===== config.mk =====
export PLATFORM = sky130hd
export DESIGN_NAME = gcs_top
export DESIGN_NICKNAME = d
export VERILOG_FILES = /design/src/logic/gcs_pkg.sv /design/src/logic/gcs_gate.sv /design/src/logic/gcs_top.sv
export SDC_FILE = /design/constraint.sdc
export NUM_CORES = 1
export LEC_CHECK = 0
export BUFFER_PORTS_ARGS = -buffer_cell sky130_fd_sc_hd__buf_2
export CORE_ASPECT_RATIO = 1.4
export CORE_MARGIN = 4
export CORE_UTILIZATION = 45
export DETAILED_ROUTE_END_ITERATION = 10
export PLACE_DENSITY = 0.88
export SYNTH_ARGS = -nofsm -noshare
export SYNTH_HDL_FRONTEND = slang
export SYNTH_SLANG_ARGS = --single-unit

===== constraint.sdc =====
create_clock -name clk -period 3.55 [get_ports clk]
set_clock_uncertainty 0.1 [all_clocks]
set_input_delay 0.1775 -clock clk [delete_from_list [all_inputs] [get_ports clk]]
set_output_delay 0.1775 -clock clk [all_outputs]
set_load 0.02 [all_outputs]

===== src/logic/gcs_pkg.sv =====
/*
  gcs_pkg: register map, field positions, reset values and source codes
  for the global clock select and gate block.
  assumes: a 32-bit AXI4-Lite register bus; nothing else shares these names.
*/
package gcs_pkg;

  // ************************************************************
  // register map
  // ************************************************************
  localparam logic [31:0] GCS_CFG_OFS  = 32'h0000_0000;
  localparam logic [31:0] GCS_STAT_OFS = 32'h0000_0004;
  localparam logic [31:0] GCS_CFG_RST  = 32'h0000_0000;
  localparam logic [31:0] GCS_ADDR_MSK = 32'h0000_0FFC;

  // ************************************************************
  // configuration word fields
  // ************************************************************
  localparam int GCS_CFG_DONE_BIT = 0;  // static selection is set
  localparam int GCS_CFG_MODE_LSB = 1;  // two bits, static source class
  localparam int GCS_CFG_PD_BIT   = 3;  // static power down
  localparam int GCS_CFG_DP_LSB   = 4;  // two bits, dual-purpose pin choice
  localparam int GCS_CFG_PAIR_BIT = 6;  // which adjacent pll pair
  localparam int GCS_CFG_WIDTH    = 7;

  // ************************************************************
  // status word fields
  // ************************************************************
  localparam int GCS_ST_NET_GATE_BIT = 0;
  localparam int GCS_ST_PIN_GATE_BIT = 1;
  localparam int GCS_ST_SEL_LSB      = 2;  // two bits
  localparam int GCS_ST_PLL_OK_BIT   = 4;
  localparam int GCS_ST_NET_BIT      = 5;

  // ************************************************************
  // source classes and dynamic select codes
  // ************************************************************
  typedef enum logic [1:0] {
    GCS_MODE_DYNAMIC  = 2'b00,
    GCS_MODE_DUAL_PIN = 2'b01,
    GCS_MODE_INTERNAL = 2'b10,
    GCS_MODE_OFF      = 2'b11
  } gcs_mode_t;

  typedef enum logic [1:0] {
    GCS_SEL_PIN0 = 2'b00,
    GCS_SEL_PIN1 = 2'b01,
    GCS_SEL_PLLA = 2'b10,
    GCS_SEL_PLLB = 2'b11
  } gcs_sel_t;

  typedef enum logic [1:0] {
    GCS_DP_PLAIN   = 2'b00,
    GCS_DP_CORNER0 = 2'b01,
    GCS_DP_CORNER1 = 2'b10,
    GCS_DP_NONE    = 2'b11
  } gcs_dp_t;

  localparam int GCS_DED_PINS    = 2;
  localparam int GCS_PLL_TAPS    = 4;
  localparam int GCS_CORNER_PINS = 2;
  localparam int GCS_NET_STAGES  = 1;
  localparam int GCS_PIN_STAGES  = 2;

endpackage : gcs_pkg


===== src/logic/gcs_gate.sv =====
/*
  gcs_gate: clock gate for one sampled clock source.
  the enable is shifted through STAGES registers, one step per falling
  edge of the source, and the gated level is registered.
  assumes: src_lvl already synchronised to clk, fall is its falling edge.
*/
`timescale 1ns/10ps
`default_nettype none

module gcs_gate #(
  parameter int STAGES = 1
) (
  // clock and reset
  input  wire logic clk,
  input  wire logic rst,
  // source and request
  input  wire logic src_lvl,
  input  wire logic fall,
  input  wire logic gate_req,
  // results
  output logic      gate_on,
  output logic      out_q
);

  typedef struct packed {
    logic [STAGES-1:0] stg;
    logic              out;
  } gcs_gate_st_t;

  gcs_gate_st_t st_q;
  gcs_gate_st_t st_d;

  // ************************************************************
  // gate chain
  // ************************************************************
  // enable only moves while the source is low, so no pulse is cut short
  always_comb
  begin
    st_d = st_q;
    if (fall)
    begin
      // shift up and insert at bit 0; no part-select, so one stage is legal too
      st_d.stg    = st_q.stg << 1;
      st_d.stg[0] = gate_req;
    end
    st_d.out = src_lvl & st_q.stg[STAGES-1];
  end

  always_ff @(posedge clk)
  begin
    if (rst)
      st_q <= '0;
    else
      st_q <= st_d;
  end

  assign gate_on = st_q.stg[STAGES-1];
  assign out_q   = st_q.out;

endmodule // gcs_gate

`default_nettype wire


===== src/logic/gcs_top.sv =====
/*
  gcs_top: one clock control block. picks a source for the global network,
  gates it, gates the first pll output towards its pin, and carries an
  AXI4-Lite register slave for the static configuration.
  assumes: clk at 100 MHz; all candidate sources are slower than clk/4 so
  that sampling sees every level; fabric select and gate come from clk logic.
*/
`timescale 1ns/10ps
`default_nettype none

// Functional notes
// - six candidate inputs, pll pair from four
// - pins and pll outputs selectable at run time
// - internal logic only by static selection
// - larger variant source pool per side
// - basic variant source pool per side
// - one corner dual-purpose pin at once
// - one network per block
// - five blocks on each side
// - static power down by configuration
// - fabric enables or disables network dynamically
// - disabled network stops all its logic
// - gating leaves pll untouched, no relock
// - gate sampled on source falling edge
// - one stage network, two stages pin
// - gate holds outputs off during resync
// - dual-purpose or internal source blocks pll
module gcs_top (
  // clock and reset
  input  wire logic                                  clk,
  input  wire logic                                  rst,
  // candidate sources
  input  wire logic [gcs_pkg::GCS_DED_PINS-1:0]      ded_clk_pin,
  input  wire logic [gcs_pkg::GCS_PLL_TAPS-1:0]      pll_out,
  input  wire logic                                  dual_purpose_clock_pin,
  input  wire logic [gcs_pkg::GCS_CORNER_PINS-1:0]   corner_dual_purpose_clock_pin,
  input  wire logic                                  internal_logic_src,
  // fabric controls
  input  wire logic [1:0]                            clk_select,
  input  wire logic                                  net_gate_en,
  input  wire logic                                  pin_gate_en,
  // outputs
  output logic                                       global_clock_net,  // one net, replicated above
  output logic                                       pll_output_zero_pin,
  output logic                                       pll_input_ok,
  // axi4-lite write address
  input  wire logic [31:0]                           s_axi_awaddr,
  input  wire logic                                  s_axi_awvalid,
  output logic                                       s_axi_awready,
  // axi4-lite write data
  input  wire logic [31:0]                           s_axi_wdata,
  input  wire logic [3:0]                            s_axi_wstrb,
  input  wire logic                                  s_axi_wvalid,
  output logic                                       s_axi_wready,
  // axi4-lite write response
  output logic [1:0]                                 s_axi_bresp,
  output logic                                       s_axi_bvalid,
  input  wire logic                                  s_axi_bready,
  // axi4-lite read address
  input  wire logic [31:0]                           s_axi_araddr,
  input  wire logic                                  s_axi_arvalid,
  output logic                                       s_axi_arready,
  // axi4-lite read data
  output logic [31:0]                                s_axi_rdata,
  output logic [1:0]                                 s_axi_rresp,
  output logic                                       s_axi_rvalid,
  input  wire logic                                  s_axi_rready
);
  import gcs_pkg::*;

  localparam int SYNC_W = GCS_DED_PINS + GCS_PLL_TAPS + 1 + GCS_CORNER_PINS;
  localparam logic [1:0] RESP_OKAY   = 2'b00;
  localparam logic [1:0] RESP_SLVERR = 2'b10;

  typedef struct packed {
    logic [SYNC_W-1:0]        sync1;
    logic [SYNC_W-1:0]        sync2;
    logic                     net_src_prev;
    logic                     pin_src_prev;
    logic [GCS_CFG_WIDTH-1:0] cfg;
    logic                     aw_have;
    logic [31:0]              aw_addr;
    logic                     w_have;
    logic [31:0]              w_data;
    logic [3:0]               w_strb;
    logic                     bvalid;
    logic [1:0]               bresp;
    logic                     rvalid;
    logic [1:0]               rresp;
    logic [31:0]              rdata;
  } gcs_st_t;

  gcs_st_t st_q;
  gcs_st_t st_d;

  // ************************************************************
  // decoded sources
  // ************************************************************
  logic [GCS_DED_PINS-1:0]    ded_s;
  logic [GCS_PLL_TAPS-1:0]    pll_s;
  logic                       dp_s;
  logic [GCS_CORNER_PINS-1:0] cdp_s;
  logic [1:0]                 pll_pair;
  gcs_mode_t                  mode;
  gcs_dp_t                    dp_choice;
  logic                       cfg_done;
  logic                       cfg_pd;
  logic                       net_src;
  logic                       net_fall;
  logic                       pin_fall;
  logic                       net_gate_on;
  logic                       pin_gate_on;
  logic                       net_out;
  logic                       pin_out;
  logic                       net_allowed;
  logic [31:0]                status;

  // second sync stage only; first stage feeds nothing else
  assign ded_s = st_q.sync2[GCS_DED_PINS-1:0];
  assign pll_s = st_q.sync2[GCS_DED_PINS +: GCS_PLL_TAPS];
  assign dp_s  = st_q.sync2[GCS_DED_PINS + GCS_PLL_TAPS];
  assign cdp_s = st_q.sync2[SYNC_W-1 -: GCS_CORNER_PINS];

  // two of the four adjacent pll taps reach this block
  assign pll_pair  = st_q.cfg[GCS_CFG_PAIR_BIT] ? pll_s[3:2] : pll_s[1:0];
  assign mode      = gcs_mode_t'(st_q.cfg[GCS_CFG_MODE_LSB +: 2]);
  assign dp_choice = gcs_dp_t'(st_q.cfg[GCS_CFG_DP_LSB +: 2]);
  assign cfg_done  = st_q.cfg[GCS_CFG_DONE_BIT];
  assign cfg_pd    = st_q.cfg[GCS_CFG_PD_BIT];

  // ************************************************************
  // source selection
  // ************************************************************
  // internal logic is reachable only through the static mode field
  always_comb
  begin
    net_src = 1'b0;
    unique case (mode)
      GCS_MODE_DYNAMIC:
      begin
        unique case (gcs_sel_t'(clk_select))
          GCS_SEL_PIN0: net_src = ded_s[0];
          GCS_SEL_PIN1: net_src = ded_s[1];
          GCS_SEL_PLLA: net_src = pll_pair[0];
          GCS_SEL_PLLB: net_src = pll_pair[1];
        endcase
      end
      GCS_MODE_DUAL_PIN:
      begin
        unique case (dp_choice)
          GCS_DP_PLAIN:   net_src = dp_s;
          GCS_DP_CORNER0: net_src = cdp_s[0];
          GCS_DP_CORNER1: net_src = cdp_s[1];
          GCS_DP_NONE:    net_src = 1'b0;
        endcase
      end
      GCS_MODE_INTERNAL: net_src = internal_logic_src;
      GCS_MODE_OFF:      net_src = 1'b0;
    endcase
  end

  // network runs only once configured and not statically powered down
  assign net_allowed = cfg_done & ~cfg_pd;
  assign net_fall    = st_q.net_src_prev & ~net_src;
  assign pin_fall    = st_q.pin_src_prev & ~pll_pair[0];
  // pll input only from pins or another pll, never dual-purpose/internal
  assign pll_input_ok = cfg_done & (mode == GCS_MODE_DYNAMIC);

  // ************************************************************
  // gates
  // ************************************************************
  // gates act after the mux, the pll taps themselves keep running
  gcs_gate #(
    .STAGES (GCS_NET_STAGES)
  ) u_net_gate (
    .clk      (clk),
    .rst      (rst),
    .src_lvl  (net_src & net_allowed),
    .fall     (net_fall),
    .gate_req (net_gate_en & net_allowed),
    .gate_on  (net_gate_on),
    .out_q    (net_out)
  );

  gcs_gate #(
    .STAGES (GCS_PIN_STAGES)
  ) u_pin_gate (
    .clk      (clk),
    .rst      (rst),
    .src_lvl  (pll_pair[0]),
    .fall     (pin_fall),
    .gate_req (pin_gate_en),
    .gate_on  (pin_gate_on),
    .out_q    (pin_out)
  );

  assign global_clock_net    = net_out;
  assign pll_output_zero_pin = pin_out;

  // ************************************************************
  // status word
  // ************************************************************
  always_comb
  begin
    status = 32'h0000_0000;
    status[GCS_ST_NET_GATE_BIT]  = net_gate_on;
    status[GCS_ST_PIN_GATE_BIT]  = pin_gate_on;
    status[GCS_ST_SEL_LSB +: 2]  = clk_select;
    status[GCS_ST_PLL_OK_BIT]    = pll_input_ok;
    status[GCS_ST_NET_BIT]       = net_out;
  end

  // ************************************************************
  // next state: synchronisers, edge history and bus slave
  // ************************************************************
  // one write and one read in flight; aw and w may arrive in either order
  always_comb
  begin
    st_d = st_q;
    st_d.sync1        = {corner_dual_purpose_clock_pin, dual_purpose_clock_pin, pll_out, ded_clk_pin};
    st_d.sync2        = st_q.sync1;
    st_d.net_src_prev = net_src;
    st_d.pin_src_prev = pll_pair[0];

    if (s_axi_awvalid && s_axi_awready)
    begin
      st_d.aw_have = 1'b1;
      st_d.aw_addr = s_axi_awaddr;
    end
    if (s_axi_wvalid && s_axi_wready)
    begin
      st_d.w_have = 1'b1;
      st_d.w_data = s_axi_wdata;
      st_d.w_strb = s_axi_wstrb;
    end
    if (st_q.aw_have && st_q.w_have)
    begin
      st_d.aw_have = 1'b0;
      st_d.w_have  = 1'b0;
      st_d.bvalid  = 1'b1;
      st_d.bresp   = RESP_OKAY;
      if ((st_q.aw_addr & GCS_ADDR_MSK) == GCS_CFG_OFS)
      begin
        // only lane 0 carries configuration bits
        if (st_q.w_strb[0])
          st_d.cfg = st_q.w_data[GCS_CFG_WIDTH-1:0];
      end
      else if ((st_q.aw_addr & GCS_ADDR_MSK) != GCS_STAT_OFS)
        st_d.bresp = RESP_SLVERR;
    end
    if (st_q.bvalid && s_axi_bready)
      st_d.bvalid = 1'b0;

    if (s_axi_arvalid && s_axi_arready)
    begin
      st_d.rvalid = 1'b1;
      st_d.rresp  = RESP_OKAY;
      st_d.rdata  = 32'h0000_0000;
      if ((s_axi_araddr & GCS_ADDR_MSK) == GCS_CFG_OFS)
        st_d.rdata[GCS_CFG_WIDTH-1:0] = st_q.cfg;
      else if ((s_axi_araddr & GCS_ADDR_MSK) == GCS_STAT_OFS)
        st_d.rdata = status;
      else
        st_d.rresp = RESP_SLVERR;
    end
    else if (st_q.rvalid && s_axi_rready)
      st_d.rvalid = 1'b0;
  end

  always_ff @(posedge clk)
  begin
    if (rst)
    begin
      st_q     <= '0;
      st_q.cfg <= GCS_CFG_RST[GCS_CFG_WIDTH-1:0];
    end
    else
      st_q <= st_d;
  end

  // handshake outputs are combinational on registered state
  assign s_axi_awready = ~st_q.aw_have & ~st_q.bvalid;
  assign s_axi_wready  = ~st_q.w_have & ~st_q.bvalid;
  assign s_axi_bvalid  = st_q.bvalid;
  assign s_axi_bresp   = st_q.bresp;
  assign s_axi_arready = ~st_q.rvalid;
  assign s_axi_rvalid  = st_q.rvalid;
  assign s_axi_rresp   = st_q.rresp;
  assign s_axi_rdata   = st_q.rdata;

endmodule // gcs_top

`default_nettype wire


==> summary.txt <==
Detailed routing
  • Drt pass-1 iters: 4
  • Post-route ant nets: 0
  • Routed Wire Length: 5336 µm
  • DRT iter0 DRCs: 102
  • Vias: slightly above 2000
  • Drc violations: 0
  • Vias per cell: 4.724
  • Avg WL per Cell: around 12 µm

Place
  • Post-DP Area: 0.002775 mm²
  • Routability cong.: roughly 0.82
  • HPWL Detailed: 3625 µm
  • PortBufs: 65

Global route
  • Vias in the first global route: 1998
  • Global-route wire length before repair: 8694 µm
  • Largest net degree at the start of global routing: 64
  • Grt total ovfl: 0
  • Overall Global Routing Usage: 0.1573
  • Initial antenna violation count: 0

Worst setup path
  • Reg2Reg Setup Slack: 1.63 ns
  • CP endpoint kind: flip-flop
  • CP Class: reg -> reg
  • CP Max Fanout: 7
  • CP max stage cell: or4_4
  • R2R Path Start: st_q[81]$_SDFFE_PP0P_
  • Crit Reg-Reg Endpoint: cfg_pd$_SDFFE_PP0P_
  • CP arrival: roughly 2.0 ns
  • R2r worst-path depth: 5
  • Crit path max-delay family: simple AND/OR/NAND/NOR gates
  • Max incr delay on CP: approximately 0.54 ns
  • Crit-path cells: or4_4, nor4_4, nand4_4, mux2i_1, nor2_1
  • Crit path depth: 5
  • Crit path launch type: flip-flop
  • CP Buf/Inv Count: 0
  • Worst path required time: 3.62 ns

Cells and area
  • Footprint of the multi-input gates: 0.001089 mm²
  • Fill cells: 473
  • Layout cells sized above 1: 0.2405
  • Finished Cell Area: 0.003241 mm²
  • Sequential cell area: 0.001261 mm²
  • Antenna cells: 0
  • Area growth from synthesis to layout: 25.67%
  • Net count, final: roughly 490

Logic synthesis
  • Area leader, netlist: dfxtp_1
  • Count of cell types in the netlist: 34
  • FF+latch count, synth: 63
  • Main synth FF type: dfxtp_1
  • Sequential-to-total area share from yosys stat: 0.4891
  • Synth async-reset ratio: 0
  • Cells after Synth: approximately 280
  • Yosys top cell area share: 0.4891
  • Synthesized cell area: about 0.0026 mm²
  • Dominant cells by area after synthesis: dfxtp_1 49%, buf_4 10%, nand2_1 6.6%
  • Syn avg cell area: 9.112 µm²
  • Ys Warns: 0
  • EDFF count, synth: 0

Floorplan
  • I/O pins: 165
  • Die Span Y: 97.57 µm
  • Num rows: 32
  • Core ar.: 0.005525 mm²
  • Initial Utilization: 0.4667
  • Width of the die: ~72 µm
  • Total Die Area: 0.007023 mm²

STA
  • Final hold viol count: 0
  • Final period util: 0.5400
  • Final setup fails: 0
  • Period minus WS final: 1.917 ns
  • Relative slew slack: 0.2910
  • Setup TNS: 0 ns
  • Final Max Tran Viols: 0
  • RSZ-0062 raised after global routing: no
  • Actual slew at the worst max-slew pin: 1.064 ns
  • Max Clk Rate: 521.7 MHz

Clock network
  • Skew-Pair Late Insertion Delay: 0.32 ns
  • Longest Clk Path Bufs: 2
  • CTS Buf Count: 9
  • Post-cts resize count: 0
  • CTS root buffer: clkbuf_8
  • CTS tree: built
  • Clock sink count: 63
  • H-tree Lvls: 3
  • CTS clk-pin slew, worst paths: 0.07 ns

Run
  • Max-Cap Viols: 0

Power
  • Cell leakage power: 0.001472 µW
  • Max VDD drop: 0.2259 mV
  • Power Dens Cells: ~460 mW/mm²

Outcome
  • Status: finished, final reports clean

Worst hold path
  • Hold/Removal Path Class: in -> reg
  • WHS Path Cells: 3
  • Worst hold start: s_axi_wdata[2]
  • Worst Hold Path EP: st_q[44]$_SDFFE_PP0P_
-- cells in the final DEF (no fill, tap or decap), types with 2 or more instances in the layout --
master / synthesis / routed
a21oi_1: 26 / 26
a22oi_1: 5 / 5
and2_1: 3 / 3
buf_2: 0 / 65
clkbuf_8: 0 / 13
conb_1: 1 / 27
dfxtp_1: 63 / 63
dlygate4sd3_1: 0 / 27
inv_1: 4 / 4
mux2_2: 6 / 6
mux2i_1: 12 / 12
nand2_1: 45 / 45
nand2b_1: 4 / 4
nand3_1: 3 / 3
nor2_1: 22 / 22
nor2b_1: 19 / 19
nor3_1: 4 / 4
nor3b_1: 2 / 2
-- worst register-to-register path, delay by kind of cell, from the launching register on --
family / cells / cell delay (ns)
flip-flops: 1 / 0.32
AND/OR/NAND/NOR: 4 / 1.13
multiplexers: 1 / 0.22
-- sequential cells by signal (all words and copies together) (netlist names), 2 cells and up --
register	flops
st_q	23
cdp_s	2
mode	2
s_axi_rdata	7
st_d	9
pll_s	4
dp_choice	2
ded_s	2
-- report_power, final --
| part | switching [µW] | internal [µW] | leakage, µW |
|---|---|---|---|
| clock network | 247 | 329 | 0.0000987 |
| registers | 17.4 | 736 | 0.000516 |
| logic | 100 | 75.5 | 0.000858 |
-- metrics by stage --
| step | std cells | power (µW) | worst slack [ns] | utilization | hold WS, ns |
|---|---|---|---|---|---|
| 6_report | 438 | 1506 | 1.633 | 0.5865 | 0.01723 |
| 5_1_grt | 438 | 1571 | 1.487 | 0.5865 | 0.02729 |
| 4_1_cts | 438 | 1520 | 1.615 | 0.5865 | 0.004083 |
| 3_5_place_dp | 395 | 919.6 | 1.636 | 0.5023 | 0.2753 |
| 3_3_place_gp | 395 | 914.1 | 1.676 | 0.5023 | 0.2612 |
| 2_1_floorplan | 309 | 897.1 | 1.789 | - | 0.1765 |
-- cell usage after synthesis, types with 2 or more instances --
cell      instances
a21oi_1          26
dfxtp_1          63
nor3b_1           2
clkbuf_1         11
inv_1             4
a22oi_1           5
nand2_1          45
mux2i_1          12
nand2b_1          4
nor2_1           22
mux2_2            6
and2_1            3
nor2b_1          19
nor3_1            4
buf_4            36
nand3_1           3
-- worst max path at each step --
stage,start,to
2_1_floorplan,st_q[81]$_SDFFE_PP0P_,cfg_done$_SDFFE_PP0P_
3_3_place_gp,st_q[81]$_SDFFE_PP0P_,dp_choice[1]$_SDFFE_PP0P_
3_5_place_dp,st_q[81]$_SDFFE_PP0P_,dp_choice[0]$_SDFFE_PP0P_
4_1_cts,st_q[81]$_SDFFE_PP0P_,cfg_pd$_SDFFE_PP0P_
5_1_grt,st_q[81]$_SDFFE_PP0P_,cfg_pd$_SDFFE_PP0P_
6_report,st_q[81]$_SDFFE_PP0P_,cfg_pd$_SDFFE_PP0P_
-- cell families after synthesis --
group / count (synthesis) / synth area share
AOI/OAI and AO/OA: 40 / 0.09268
buffers and inverters: 51 / 0.1266
DFF: 63 / 0.4891
other: 1 / 0.001454
and+or+nand+nor: 109 / 0.2130
muxes: 19 / 0.07715
-- final cells by class --
| class | instances | area share |
|---|---|---|
| well taps | 68 | 0.02625 |
| flip-flops and latches | 63 | 0.3892 |
| multi-input cells | 195 | 0.3359 |
| inverters | 4 | 0.004633 |
| clock inverters | 2 | 0.003861 |
| repair buffers | 92 | 0.1838 |
| clock buffers | 14 | 0.05637 |
-- per-layer routing --
metal	vias up	routed length, µm	GRT usage
met3	17	405	0.03727
met5	-	0	0
met4	0	225	0.1172
met2	80	2647	0.2571
met1	932	2057	0.1717
li1	1040	-	-
-- repair_timing --
| action | CTS | global route |
|---|---|---|
| hold buffers | 27 | 0 |
| hold endpoints to repair | 27 | 0 |
| setup buffers | 0 | 0 |
| setup endpoints to repair | 0 | 0 |
(Power assumes the default switching activity.)
